### config.mk
export PLATFORM = sky130hd
export DESIGN_NAME = scpc_clock_control
export DESIGN_NICKNAME = d
export VERILOG_FILES = /design/src/scpc_pkg.sv /design/src/scpc_clock_control.sv
export SDC_FILE = /design/constraint.sdc
export NUM_CORES = 1
export LEC_CHECK = 0
export BUFFER_PORTS_ARGS = -buffer_cell sky130_fd_sc_hd__buf_2
export CORE_UTILIZATION = 49
export CTS_CLUSTER_DIAMETER = 150
export DETAILED_ROUTE_END_ITERATION = 6
export GPL_ROUTABILITY_DRIVEN = 0
export PLACE_DENSITY = 0.77
export SYNTH_ARGS = -nofsm -noshare
export SYNTH_HDL_FRONTEND = slang
export SYNTH_SLANG_ARGS = --single-unit
### constraint.sdc
create_clock -name pclk -period 2.75 [get_ports pclk]
set_input_delay 0.1375 -clock pclk [delete_from_list [all_inputs] [get_ports pclk]]
set_output_delay 0.1375 -clock pclk [all_outputs]
set_load 0.01 [all_outputs]
### src/scpc_pkg.sv
// Purpose: shared constants for the system clock and pll control block
// Assumes: apb data 32 bits, full 32-bit byte addresses decoded
// Notes: all offsets are byte addresses, one aligned word per register
package scpc_pkg;
    // register byte addresses
    localparam logic [31:0] ADDR_PLL_STATUS = 32'hffff0400;
    localparam logic [31:0] ADDR_POWER_PREWRITE_KEY = 32'hffff0404;
    localparam logic [31:0] ADDR_POWER_DIVIDER_CONTROL = 32'hffff0408;
    localparam logic [31:0] ADDR_POWER_POSTWRITE_KEY = 32'hffff040c;
    localparam logic [31:0] ADDR_PLL_PREWRITE_KEY = 32'hffff0410;
    localparam logic [31:0] ADDR_CLOCK_SOURCE_CONTROL = 32'hffff0414;
    localparam logic [31:0] ADDR_PLL_POSTWRITE_KEY = 32'hffff0418;
    // key values
    localparam logic [31:0] KEY_PLL_PRE = 32'h000000aa;
    localparam logic [31:0] KEY_PLL_POST = 32'h00000055;
    localparam logic [31:0] KEY_POWER_PRE = 32'h00000001;
    localparam logic [31:0] KEY_POWER_POST = 32'h000000f4;
    // reset values
    localparam logic [7:0] RST_CLOCK_SOURCE = 8'h00;
    localparam logic [7:0] RST_POWER_DIVIDER = 8'h79;
    localparam logic [2:0] RST_PLL_STATUS = 3'h2;
    // power_divider_control fields
    localparam int POW_CD_LSB = 0;
    localparam int POW_CORE_EN = 3;
    localparam int POW_PERIPH_EN = 4;
    localparam int POW_PLL_EN = 5;
    localparam int POW_XTAL_EN = 6;
    localparam int POW_PREC_EN = 7;
    // pll_status fields
    localparam int STA_LOCK_LOST = 0;
    localparam int STA_LOCKED = 1;
    localparam int STA_XTAL = 2;
    // pll reference selection codes
    localparam logic [1:0] REF_LOW_POWER = 2'h0;
    localparam logic [1:0] REF_PRECISION = 2'h1;
    localparam logic [1:0] REF_CRYSTAL = 2'h2;
    localparam logic [1:0] REF_RESERVED = 2'h3;
    // dividers and multiplier
    localparam logic [9:0] PLL_MULT = 10'h271;
    localparam logic [6:0] ADC_HALF_DIV = 7'h14;
    localparam logic [2:0] LOCKING_DIV_CODE = 3'h3;
    localparam logic [6:0] OSC_HALF_DIV = 7'h02;
    // timing
    localparam int CLK_MHZ = 200;
    localparam int LOCK_TIME_US = 2000;
    localparam int LOCK_TIME_CYC = LOCK_TIME_US * CLK_MHZ;
    // key sequencer states
    typedef enum logic [2:0] {
        SCPC_KEY_IDLE = 3'b001,
        SCPC_KEY_ARMED = 3'b010,
        SCPC_KEY_HELD = 3'b100
    } scpc_key_state_t;
endpackage

### src/scpc_clock_control.sv
// Purpose: system clock and pll control with keyed apb registers
// Assumes: oscillator, crystal and pll lines are sampled as async levels
// Notes: derived clocks are levels rebuilt from sampled edges of pclk
//
// The APB slave port is this design's own decision.
`timescale 1ns/1ps
`default_nettype none
module scpc_clock_control
    import scpc_pkg::*;
#(
    parameter int LOCK_TIMEOUT_CYCLES = LOCK_TIME_CYC
) (
    input wire logic pclk,
    input wire logic presetn,
    input wire logic psel,
    input wire logic penable,
    input wire logic pwrite,
    input wire logic [31:0] paddr,
    input wire logic [31:0] pwdata,
    output logic [31:0] prdata,
    output logic pready,
    output logic pslverr,
    input wire logic lp_osc_in, // low power oscillator level
    input wire logic prec_osc_in, // precision oscillator level
    input wire logic crystal_input_pin, // crystal pin level
    input wire logic pll_out_in, // pll output level
    input wire logic pll_lock_in, // analog lock indication
    input wire logic wake_event, // one-cycle wake pulse, same clock
    input wire logic adc_low_power, // adc low power mode, same clock
    output logic [1:0] pll_ref_sel, // reference mux select
    output logic [9:0] pll_mult_factor, // feedback divide ratio
    output logic pll_ref_out, // 32.768 khz reference to pll
    output logic core_clk_out, // divided core clock
    output logic adc_clk_out, // adc clock
    output logic timer_clk_out, // watchdog and wake-up timer clock
    output logic core_enable, // core powered
    output logic periph_enable, // peripherals powered
    output logic pll_enable, // pll powered
    output logic xtal_enable, // crystal circuit powered
    output logic prec_osc_enable, // precision oscillator input powered
    output logic lp_osc_enable, // low power oscillator powered
    output logic lock_late, // lock missed its deadline after wake
    output logic pll_irq // loss-of-lock interrupt request
);
    // two-stage synchronisers, then a third stage for edge detection
    logic [4:0] sync1;
    logic [4:0] sync2;
    logic [4:0] sync3;
    logic lp_s;
    logic prec_s;
    logic xtal_s;
    logic pll_s;
    logic lock_s;
    logic lp_rise;
    logic prec_rise;
    logic pll_rise;
    logic lock_fall;
    // register file
    logic [1:0] clock_source_control;
    logic [7:0] power_divider_control;
    logic lock_lost;
    logic waking; // set on wake until lock returns
    // bus decode
    logic wr_en;
    logic rd_en;
    logic [31:0] next_rdata;
    logic next_err;
    // key sequencer per protected register
    logic [1:0] commit;
    logic [7:0] staged [2];
    // dividers
    logic [6:0] core_cnt;
    logic [6:0] adc_cnt;
    logic [6:0] ref_cnt;
    logic [6:0] tmr_cnt;
    logic [2:0] eff_div;
    logic [6:0] core_half;
    logic [$clog2(LOCK_TIMEOUT_CYCLES + 1)-1:0] lock_cnt;

    // bring async levels into pclk domain; lock flops reset high
    always_ff @(posedge pclk or negedge presetn) begin
        if (!presetn) begin
            sync1 <= 5'h10;
            sync2 <= 5'h10;
            sync3 <= 5'h10;
        end else begin
            sync1 <= {pll_lock_in, pll_out_in, crystal_input_pin, prec_osc_in, lp_osc_in};
            sync2 <= sync1;
            sync3 <= sync2;
        end
    end

    assign lp_s = sync2[0];
    assign prec_s = sync2[1];
    assign xtal_s = sync2[2];
    assign pll_s = sync2[3];
    assign lock_s = sync2[4];
    assign lp_rise = sync2[0] & ~sync3[0];
    assign prec_rise = sync2[1] & ~sync3[1];
    assign pll_rise = sync2[3] & ~sync3[3];
    assign lock_fall = ~sync2[4] & sync3[4];

    // write takes effect at the edge where pready is sampled high
    assign wr_en = psel & penable & pready & pwrite;
    assign rd_en = psel & penable & ~pready & ~pwrite;

    // key sequencers, one per protected register
    for (genvar g = 0; g < 2; g++) begin : g_key
        localparam logic [31:0] A_PRE = (g == 0) ? ADDR_PLL_PREWRITE_KEY
                                                 : ADDR_POWER_PREWRITE_KEY;
        localparam logic [31:0] A_REG = (g == 0) ? ADDR_CLOCK_SOURCE_CONTROL
                                                 : ADDR_POWER_DIVIDER_CONTROL;
        localparam logic [31:0] A_POST = (g == 0) ? ADDR_PLL_POSTWRITE_KEY
                                                  : ADDR_POWER_POSTWRITE_KEY;
        localparam logic [31:0] K_PRE = (g == 0) ? KEY_PLL_PRE : KEY_POWER_PRE;
        localparam logic [31:0] K_POST = (g == 0) ? KEY_PLL_POST : KEY_POWER_POST;
        scpc_key_state_t state;
        scpc_key_state_t next_state;
        logic next_commit;

        // any write out of order or with a wrong key drops the sequence
        always_comb begin
            next_state = SCPC_KEY_IDLE;
            next_commit = 1'b0;
            if (!wr_en) begin
                next_state = state;
            end else begin
                unique case (state)
                    SCPC_KEY_IDLE: begin
                        if (paddr == A_PRE && pwdata == K_PRE) begin
                            next_state = SCPC_KEY_ARMED;
                        end
                    end
                    SCPC_KEY_ARMED: begin
                        if (paddr == A_REG) begin
                            next_state = SCPC_KEY_HELD;
                        end else if (paddr == A_PRE && pwdata == K_PRE) begin
                            next_state = SCPC_KEY_ARMED;
                        end
                    end
                    SCPC_KEY_HELD: begin
                        if (paddr == A_POST && pwdata == K_POST) begin
                            next_commit = 1'b1;
                        end else if (paddr == A_PRE && pwdata == K_PRE) begin
                            next_state = SCPC_KEY_ARMED;
                        end
                        // otherwise the held value is discarded
                    end
                    default: begin
                        next_state = SCPC_KEY_IDLE;
                    end
                endcase
            end
        end

        // sequencer state and commit strobe
        always_ff @(posedge pclk or negedge presetn) begin
            if (!presetn) begin
                state <= SCPC_KEY_IDLE;
                commit[g] <= 1'b0;
            end else begin
                state <= next_state;
                commit[g] <= next_commit;
            end
        end

        // value written between the keys waits here
        always_ff @(posedge pclk or negedge presetn) begin
            if (!presetn) begin
                staged[g] <= 8'h00;
            end else if (wr_en && state == SCPC_KEY_ARMED && paddr == A_REG) begin
                staged[g] <= pwdata[7:0];
            end
        end
    end

    // clock source control; reserved code keeps the old source
    always_ff @(posedge pclk or negedge presetn) begin
        if (!presetn) begin
            clock_source_control <= RST_CLOCK_SOURCE[1:0];
        end else if (commit[0] && staged[0][1:0] != REF_RESERVED) begin
            clock_source_control <= staged[0][1:0];
        end
    end

    // power and divider control; wake forces core, periph and pll on
    always_ff @(posedge pclk or negedge presetn) begin
        if (!presetn) begin
            power_divider_control <= RST_POWER_DIVIDER;
        end else if (wake_event) begin
            power_divider_control[POW_CORE_EN] <= 1'b1;
            power_divider_control[POW_PERIPH_EN] <= 1'b1;
            power_divider_control[POW_PLL_EN] <= 1'b1;
        end else if (commit[1]) begin
            power_divider_control <= staged[1];
        end
    end

    // locking window opens on wake and closes when lock is seen
    always_ff @(posedge pclk or negedge presetn) begin
        if (!presetn) begin
            waking <= 1'b0;
        end else if (wake_event) begin
            waking <= 1'b1;
        end else if (lock_s) begin
            waking <= 1'b0;
        end
    end

    // deadline watch for lock after wake
    always_ff @(posedge pclk or negedge presetn) begin
        if (!presetn) begin
            lock_cnt <= '0;
            lock_late <= 1'b0;
        end else if (wake_event) begin
            lock_cnt <= '0;
            lock_late <= 1'b0;
        end else if (waking && !lock_s) begin
            if (lock_cnt == LOCK_TIMEOUT_CYCLES[$bits(lock_cnt)-1:0]) begin
                lock_late <= 1'b1;
            end else begin
                lock_cnt <= lock_cnt + 1'b1;
            end
        end
    end

    // sticky lock-loss flag; a new loss beats a write-one clear
    always_ff @(posedge pclk or negedge presetn) begin
        if (!presetn) begin
            lock_lost <= RST_PLL_STATUS[STA_LOCK_LOST];
        end else if (lock_fall) begin
            lock_lost <= 1'b1;
        end else if (wr_en && paddr == ADDR_PLL_STATUS && pwdata[STA_LOCK_LOST]) begin
            lock_lost <= 1'b0;
        end
    end

    // interrupt request follows the sticky flag
    always_ff @(posedge pclk or negedge presetn) begin
        if (!presetn) begin
            pll_irq <= 1'b0;
        end else begin
            pll_irq <= lock_lost | lock_fall;
        end
    end

    // read mux and unmapped decode; key registers read as zero
    always_comb begin
        next_rdata = 32'h00000000;
        next_err = 1'b0;
        unique case (paddr)
            ADDR_PLL_STATUS: begin
                next_rdata[STA_XTAL] = xtal_s;
                next_rdata[STA_LOCKED] = lock_s;
                next_rdata[STA_LOCK_LOST] = lock_lost;
            end
            ADDR_CLOCK_SOURCE_CONTROL: next_rdata[1:0] = clock_source_control;
            ADDR_POWER_DIVIDER_CONTROL: next_rdata[7:0] = power_divider_control;
            ADDR_POWER_PREWRITE_KEY, ADDR_POWER_POSTWRITE_KEY,
            ADDR_PLL_PREWRITE_KEY, ADDR_PLL_POSTWRITE_KEY: next_rdata = 32'h00000000;
            default: next_err = 1'b1;
        endcase
    end

    // apb answer: one wait state, everything registered
    always_ff @(posedge pclk or negedge presetn) begin
        if (!presetn) begin
            pready <= 1'b0;
            pslverr <= 1'b0;
            prdata <= 32'h00000000;
        end else begin
            pready <= psel & penable & ~pready;
            pslverr <= psel & penable & ~pready & next_err;
            prdata <= rd_en ? next_rdata : 32'h00000000;
        end
    end

    // power enables, reference select and fixed pll multiplier
    always_ff @(posedge pclk or negedge presetn) begin
        if (!presetn) begin
            core_enable <= RST_POWER_DIVIDER[POW_CORE_EN];
            periph_enable <= RST_POWER_DIVIDER[POW_PERIPH_EN];
            pll_enable <= RST_POWER_DIVIDER[POW_PLL_EN];
            xtal_enable <= RST_POWER_DIVIDER[POW_XTAL_EN];
            prec_osc_enable <= RST_POWER_DIVIDER[POW_PREC_EN];
            lp_osc_enable <= 1'b1;
            pll_ref_sel <= RST_CLOCK_SOURCE[1:0];
            pll_mult_factor <= PLL_MULT;
        end else begin
            core_enable <= power_divider_control[POW_CORE_EN];
            periph_enable <= power_divider_control[POW_PERIPH_EN];
            pll_enable <= power_divider_control[POW_PLL_EN];
            xtal_enable <= power_divider_control[POW_XTAL_EN];
            prec_osc_enable <= power_divider_control[POW_PREC_EN];
            lp_osc_enable <= 1'b1;
            pll_ref_sel <= clock_source_control;
            pll_mult_factor <= PLL_MULT;
        end
    end

    // reference: internal oscillators over four, crystal passed through
    always_ff @(posedge pclk or negedge presetn) begin
        if (!presetn) begin
            ref_cnt <= 7'h00;
            pll_ref_out <= 1'b0;
        end else if (clock_source_control == REF_CRYSTAL) begin
            ref_cnt <= 7'h00;
            pll_ref_out <= xtal_s;
        end else if (clock_source_control == REF_PRECISION ? prec_rise : lp_rise) begin
            if (ref_cnt == OSC_HALF_DIV - 7'h01) begin
                ref_cnt <= 7'h00;
                pll_ref_out <= ~pll_ref_out;
            end else begin
                ref_cnt <= ref_cnt + 7'h01;
            end
        end
    end

    // timer clock: low power oscillator over four
    always_ff @(posedge pclk or negedge presetn) begin
        if (!presetn) begin
            tmr_cnt <= 7'h00;
            timer_clk_out <= 1'b0;
        end else if (lp_rise) begin
            if (tmr_cnt == OSC_HALF_DIV - 7'h01) begin
                tmr_cnt <= 7'h00;
                timer_clk_out <= ~timer_clk_out;
            end else begin
                tmr_cnt <= tmr_cnt + 7'h01;
            end
        end
    end

    // core divide code: three (divide by eight) while locking, else the software field
    assign eff_div = (waking && !lock_s) ? LOCKING_DIV_CODE
                                         : power_divider_control[POW_CD_LSB +: 3];
    assign core_half = 7'((8'h01 << eff_div) >> 1);

    // core clock: toggles every half period of pll edges
    always_ff @(posedge pclk or negedge presetn) begin
        if (!presetn) begin
            core_cnt <= 7'h00;
            core_clk_out <= 1'b0;
        end else if (eff_div == 3'h0) begin
            core_cnt <= 7'h00;
            core_clk_out <= pll_s;
        end else if (pll_rise) begin
            if (core_cnt >= core_half - 7'h01) begin
                core_cnt <= 7'h00;
                core_clk_out <= ~core_clk_out;
            end else begin
                core_cnt <= core_cnt + 7'h01;
            end
        end
    end

    // adc clock: pll over forty, or low power oscillator in low power
    always_ff @(posedge pclk or negedge presetn) begin
        if (!presetn) begin
            adc_cnt <= 7'h00;
            adc_clk_out <= 1'b0;
        end else if (adc_low_power) begin
            adc_cnt <= 7'h00;
            adc_clk_out <= lp_s;
        end else if (pll_rise) begin
            if (adc_cnt == ADC_HALF_DIV - 7'h01) begin
                adc_cnt <= 7'h00;
                adc_clk_out <= ~adc_clk_out;
            end else begin
                adc_cnt <= adc_cnt + 7'h01;
            end
        end
    end
endmodule
`default_nettype wire

==> out/summary.txt, run 1 <==
Fin Clk Skew = 0.00921 ns
Commonest non-fill, non-tap cells in the layout = 100 x dfrtp_1, 97 x buf_2, 53 x nand2_1
Startpoint Class = flip-flop
Antenna cells = 0
Clock latency on the worst-skew pair = 0.41 ns
TritonCTS clock tree = done
Critical Path Sink Type = flip-flop
Nets = 799
DR iter-0 viols = 233
Synthesized area = 5890 um^2
Post-DP Area = 6500 um^2
Slew Viols, Final = 0
Die H = 112 um
Crit share post-route = 106%
Core Rows = 39
Most common library cell in the layout ignoring fill and taps = dfrtp_1
Top-area cell type share of the netlist area = 42.5%
First-pass GRT wire length = 22400 um
Cell area after layout = 7270 um^2
Final WS setup = -0.174 ns
Clock Sink Count = 114
Pin count of the biggest net entering global routing = 59
Post-synth EDFFs = 0
Vias in the first global route = 4941
Die area = 12500 um^2
Max-cap viol count = 0
TritonRoute pass-1 iters = 7
Status = finished, violations left
Actual slew at the worst max-slew pin = 0.746 ns
# port buffers = 98
Synth cell types = 59
Core Util, Final = 62.9%
Rel. slew slack = 50.3%
Worst Path Required = 3.08 ns
Failing checks = DRC, setup timing
Synthesized flop and latch total = 114
Top Ports = 134
GRT Residual Overflow = 0
Ratio of cells with drive above 1 in the final layout = 28.5%
Yosys warning count = 0
Final hold violations = 0
Root Driver = clkbuf_16
Crit path time final = 2.92 ns
Starting Density = 51.0%
Pwr dens = 669 nW/um^2
GRT Overall Usage = 22.7%
H-tree levels = 4
Final WL = 13500 um
Area delta synth->final = 23.4%
Die width = 112 um
Tightest Hold Check Type = in2reg
Synthesized area per cell = 10.2 um^2
Tot Pwr = 0.00487 W
CP Data Arrival Time = 3.25 ns
Clk buf depth = 2
Synth area leaders = dfrtp_1 42%, dfstp_2 6.2%, buf_4 4.5%
Critical path class = reg2reg
Num CTS Buffers = 17
Leak Pwr = 3.40 nW
FMAX = 0.342 GHz
Post-synth ARST share = 100%
Initial antenna violation count = 0
RSZ-0062 raised after global routing = yes
Sequential element share of the synthesized area = 48.7%
CORE AREA = 11600 um^2
DR DRC count = 5
Drt wl/cell = 15.7 um
Routed Antenna Nets = 0
Clk slew on worst S/H paths = 0.05 ns
Main synth FF type = dfrtp_1
Via density = 5.57
Final number of setup-violating endpoints = 8
Vias = 4810
Post-synth top area cell = dfrtp_1
Critical path fanouts, max = 5
VDD IR max = 0.465 mV
Post-DP HPWL = 9270 um
Cell count after synthesis = 579
==> cell families (layout without fill, tap and decap cells) <==
group / Yosys count / count (layout) / share of synthesized area, %
DFF: 114 / 114 / 48.7
buffers and inverters: 62 / 170 / 6.18
adders and majority gates: 16 / 16 / 3.40
and+or+nand+nor: 254 / 254 / 24.5
other: 2 / 35 / 0.127
xor gates and xnor gates: 20 / 20 / 2.97
muxes: 25 / 25 / 4.69
AOI/OAI and AO/OA: 86 / 86 / 9.45
==> worst max-delay path, stage by stage, from the launching register on <==
cell and delay, ns:
dfstp_2 0.56, nor2b_4 0.05, nor2_4 0.09, nand3b_1 0.13, ha_2 0.23, nor3b_2 0.25, a21oi_2 0.07, o21ai_1 0.13
nand2_1 0.11, ha_4 0.23, a2111o_1 0.40, a31oi_4 0.25, o211ai_1 0.16, a21oi_1 0.19
==> repair_timing <==
| action | in CTS | in global routing |
|---|---|---|
| hold endpoints to repair | 62 | 0 |
| hold buffers | 11 | 0 |
| buffers inserted | 1 | 2 |
| gates resized for setup | 6 | 6 |
| pin swaps | 15 | 13 |
| endpoints found under the setup margin | 8 | 8 |
==> flip-flops by register name (all words and copies together) (netlist names), 2 cells and up <==
signal,count
lock_cnt,19
staged,10
power_divider_control,8
prdata,8
adc_cnt,7
core_cnt,7
ref_cnt,7
tmr_cnt,7
g_key.state,6
sync1,5
sync2,5
sync3,4
clock_source_control,2
commit,2
pll_ref_sel,2
==> metrics by stage <==
step / hold WS (ns) / TNS [ns] / worst slack [ns] / std cells
2_1_floorplan: -0.158 / 0 / 0.0436 / 612
3_5_place_dp: 0.248 / -0.850 / -0.154 / 817
6_report: 0.0105 / -0.932 / -0.174 / 863
4_1_cts: 0.00161 / -0.182 / -0.0850 / 861
5_1_grt: 0.00636 / -1.65 / -0.278 / 863
3_3_place_gp: 0.241 / 0 / 0.0279 / 817
==> final cells by class <==
type                       instances  area (um^2)
inverter                          14         52.6
clock buffer                      27          513
timing repair buffer             124          728
sequential                       114         2870
multi-input combinational        436         2850
fill                             934         4290
tap                              143          179
clock inverter                     5         75.1
==> layer usage <==
| metal | part of all wire, % | global-route usage [%] | vias up | wire (um) |
|---|---|---|---|---|
| met3 | 4.2 | 5.01 | 32 | 573 |
| met4 | 2.7 | 9.82 | 0 | 371 |
| li1 | - | - | 2277 | - |
| met5 | 0 | 0 | - | 0 |
| met2 | 52 | 40.9 | 155 | 7040 |
| met1 | 41 | 25.8 | 2346 | 5540 |
==> power by group <==
| part | internal, W | leakage [nW] | switching, W |
|---|---|---|---|
| sequential | 0.00182 | 1.47 | 0.000151 |
| clock | 0.00145 | 0.291 | 0.000716 |
| combinational | 0.000336 | 1.64 | 0.000394 |
| total | 0.00360 | 3.40 | 0.00126 |
==> Yosys cell counts (all sizes together) (11+ instances only) <==
master,instances
inv,14
dfstp,14
mux2,21
nor2,39
dfrtp,100
xor2,13
nor4,17
nand2b,15
nand3,22
buf,35
nor2b,19
a21oi,21
ha,16
clkbuf,13
and3,11
nor3,11
o21ai,26
nand4,18
nand2,53
==> path summary, 6_finish.rpt <==
path | start | endpoint | slack [ns] | cells after the start
min in group asynchronous | presetn | adc_cnt[5] | 0.34 | 2
min reg2reg | sync1[3] | sync2[3] | 0.34 | 0
max in group asynchronous | presetn | power_divider_control[4] | 1.60 | 3
max reg2reg | sync2[4] | core_cnt[1] | -0.17 | 13
max | sync2[4] | core_cnt[1] | -0.17 | 13
min | pwdata[4] | staged[4] | 0.01 | 2
No activity file was read; power rests on OpenSTA's default activity.
==> run 2: changes to the inputs <==
Settings changed: ABC_AREA set to 1, CORE_UTILIZATION 49 to 50, PLACE_DENSITY 0.77 to 0.78.
==> out/summary.txt, run 2 <==
Status = finished, final reports clean
Area delta synth->final = 20.9%
Max-cap viol count = 0
Drt wl/cell = 12.3 um
CP Cell Sequence = inv_2 -> nand2_4 -> nand2_2 -> nor2_4 -> nand2_2 -> ha_1 -> inv_2 -> a21oi_2 -> o21ai_0 -> inv_1 -> ha_1 -> a21oi_1 -> o21a_1 -> nand4_1 -> buf_6 -> a21oi_2
Worst Path Required = 3.09 ns
Largest register FFs = 19
WP buf/inv = 4
Vias in the first global route = 5400
Startpoint Class = flip-flop
Post-synth top area cell = dfrtp_1
CP Data Arrival Time = 2.90 ns
Slowest stage delay, CP = 0.54 ns
GRT Overall Usage = 23.1%
Sequential element share of the synthesized area = 44.9%
Most common library cell in the layout ignoring fill and taps = nand2_1
Post-synth ARST share = 100%
Post-DP HPWL = 9930 um
Leak Pwr = 3.80 nW
Final number of setup-violating endpoints = 0
Synthesized area per cell = 7.70 um^2
Clock Sink Count = 114
Postcts setup bufs = 0
Commonest cells post-synth = 199 x nand2_1, 112 x nor2_1, 100 x dfrtp_1, 93 x inv_1, 52 x nand3_1
TritonRoute pass-1 iters = 5
Yosys warning count = 0
Routed Antenna Nets = 0
Slowest-stage cell, CP = dfstp_2
Critical Path End = core_cnt[2]
FMAX = 0.390 GHz
Post-DP Area = 6930 um^2
Core Rows = 40
Critical path class = reg2reg
Top-area cell type share of the netlist area = 39.1%
Largest delay share family, worst path = compound AO/OA/AOI/OAI gates
Hold path start = pwdata[3]
Setup TNS = 0 ns
# port buffers = 98
Reg with most FFs = lock_cnt
Top-count cell post-synth = nand2_1
Commonest non-fill, non-tap cells in the layout = 196 x nand2_1, 111 x nor2_1, 100 x dfrtp_1
Synth area leaders = dfrtp_1 39%, nand2_1 12%, nor2_1 6.6%
Worst r2r path cells = 16
Starting Density = 52.3%
Clock latency on the worst-skew pair = 0.42 ns
Nets = 1042
Tightest Hold Check Type = in2reg
TritonCTS clock tree = done
Pre-CTS setup slack = 0.00970 ns
Vias = 5647
Main synth FF type = dfrtp_1
Die area = 13200 um^2
Ratio of cells with drive above 1 in the final layout = 20.2%
DR DRC count = 0
Reg-to-Reg Start = sync2[4]
Synth cell types = 43
H-tree levels = 4
Initial antenna violation count = 1
Final WS setup = 0.184 ns
Synthesized flop and latch total = 114
Critical path fanouts, max = 6
Final WL = 13900 um
Die H = 115 um
Crit path time final = 2.57 ns
CP startpoint = sync2[4]
Largest registers = lock_cnt x19, staged x10
Post-synth EDFFs = 0
Fin Clk Skew = 0.00772 ns
Num CTS Buffers = 17
Root Driver = clkbuf_16
WP depth = 16
Cell count after synthesis = 830
First-pass GRT wire length = 23800 um
Top Ports = 134
RSZ-0062 raised after global routing = no
Cell area after layout = 7730 um^2
Pin count of the biggest net entering global routing = 71
VDD IR max = 0.447 mV
Non-filler cells, final = 1132
Crit share post-route = 93.3%
DR iter-0 viols = 566
Pwr dens = 659 nW/um^2
GRT Residual Overflow = 0
Rel. slew slack = 61.4%
Critical Path Sink Type = flip-flop
Via density = 4.99
Core Util, Final = 63.3%
Clk buf depth = 2
# placed instances = 1088
R2R Path End = core_cnt[2]
Slew Viols, Final = 0
Synthesized area = 6390 um^2
CORE AREA = 12200 um^2
Actual slew at the worst max-slew pin = 0.579 ns
FF-to-FF setup slack = 0.18 ns
Clk slew on worst S/H paths = 0.05 ns
Die width = 115 um
Final hold violations = 0
==> run 2: cell count changes in the layout (fill, tap and decap cells not counted), sizes merged, moves of 12 or more <==
cell	delta
buf	-12
inv	+90
mux2	-21
nand2	+150
nand2b	-15
nand3	+31
nand4	+15
nor2	+80
nor2b	-19
nor4	-14
o21ai	+30
==> run 2: worst register-to-register path, stage by stage (launching register included) <==
cell and delay (ns):
dfstp_2 0.54, inv_2 0.06, nand2_4 0.07, nand2_2 0.08
nor2_4 0.12, nand2_2 0.07, ha_1 0.19, inv_2 0.06
a21oi_2 0.04, o21ai_0 0.16, inv_1 0.06, ha_1 0.30
a21oi_1 0.16, o21a_1 0.12, nand4_1 0.13, buf_6 0.17
a21oi_2 0.14
==> run 2: area by class of cell <==
type	instances	area (um^2)
diodes	1	2.50
clock buffers	23	488
clock inverters	9	153
fillers	1072	4480
inverters	107	404
multi-input cells	598	2960
flip-flops and latches	114	2870
well taps	168	210
repair buffers	112	642
==> run 2: metal layers <==
| metal | part of all wire (%) | GRT usage, % | vias up |
|---|---|---|---|
| li1 | - | - | 2848 |
| met1 | 45 | 28.7 | 2590 |
| met2 | 48 | 38.6 | 172 |
| met3 | 4.5 | 5.48 | 37 |
| met4 | 2.8 | 9.78 | 0 |
| met5 | 0 | 0 | - |
==> run 2: cell families after synthesis <==
kind of cell / Yosys count / synth area share (%)
flip-flops: 114 / 44.9
AO/OA/AOI/OAI: 87 / 7.59
adder cells (fa/ha/maj): 16 / 3.13
other: 2 / 0.117
buffers and inverters: 151 / 11.4
AND/OR/NAND/NOR: 443 / 30.6
XOR/XNOR: 17 / 2.33
==> run 2: metrics by stage <==
step | total power (W) | hold slack [ns]
after floorplan | 0.00251 | -0.158
after global placement | 0.00269 | 0.168
after global routing | 0.00534 | 0.0319
after CTS | 0.00512 | 0.00391
final | 0.00509 | 0.0120
after detailed placement | 0.00272 | 0.168
==> run 2: timing repair <==
action,in CTS,in global routing
pin swaps,0,3
resized for setup,3,14
endpoints found under the hold margin,47,0
hold buffers,11,0
endpoints found under the setup margin,3,8
==> run 2: worst min-delay path by stage <==
stage / to / slack (ns) / depth (start not counted)
global route: staged[7] / 0.03 / 3
detailed placement: ref_cnt[4] / 0.17 / 1
global placement: ref_cnt[4] / 0.17 / 1
floorplan: adc_clk_out / -0.16 / 0
finish: staged[3] / 0.01 / 3
CTS: staged[3] / 0.004 / 3
==> run 2: power breakdown <==
| part | internal, W | leakage, nW | switching [W] |
|---|---|---|---|
| Clock | 0.00161 | 0.305 | 0.000739 |
| Sequential | 0.00186 | 1.46 | 0.000163 |
| Combinational | 0.000291 | 2.03 | 0.000439 |
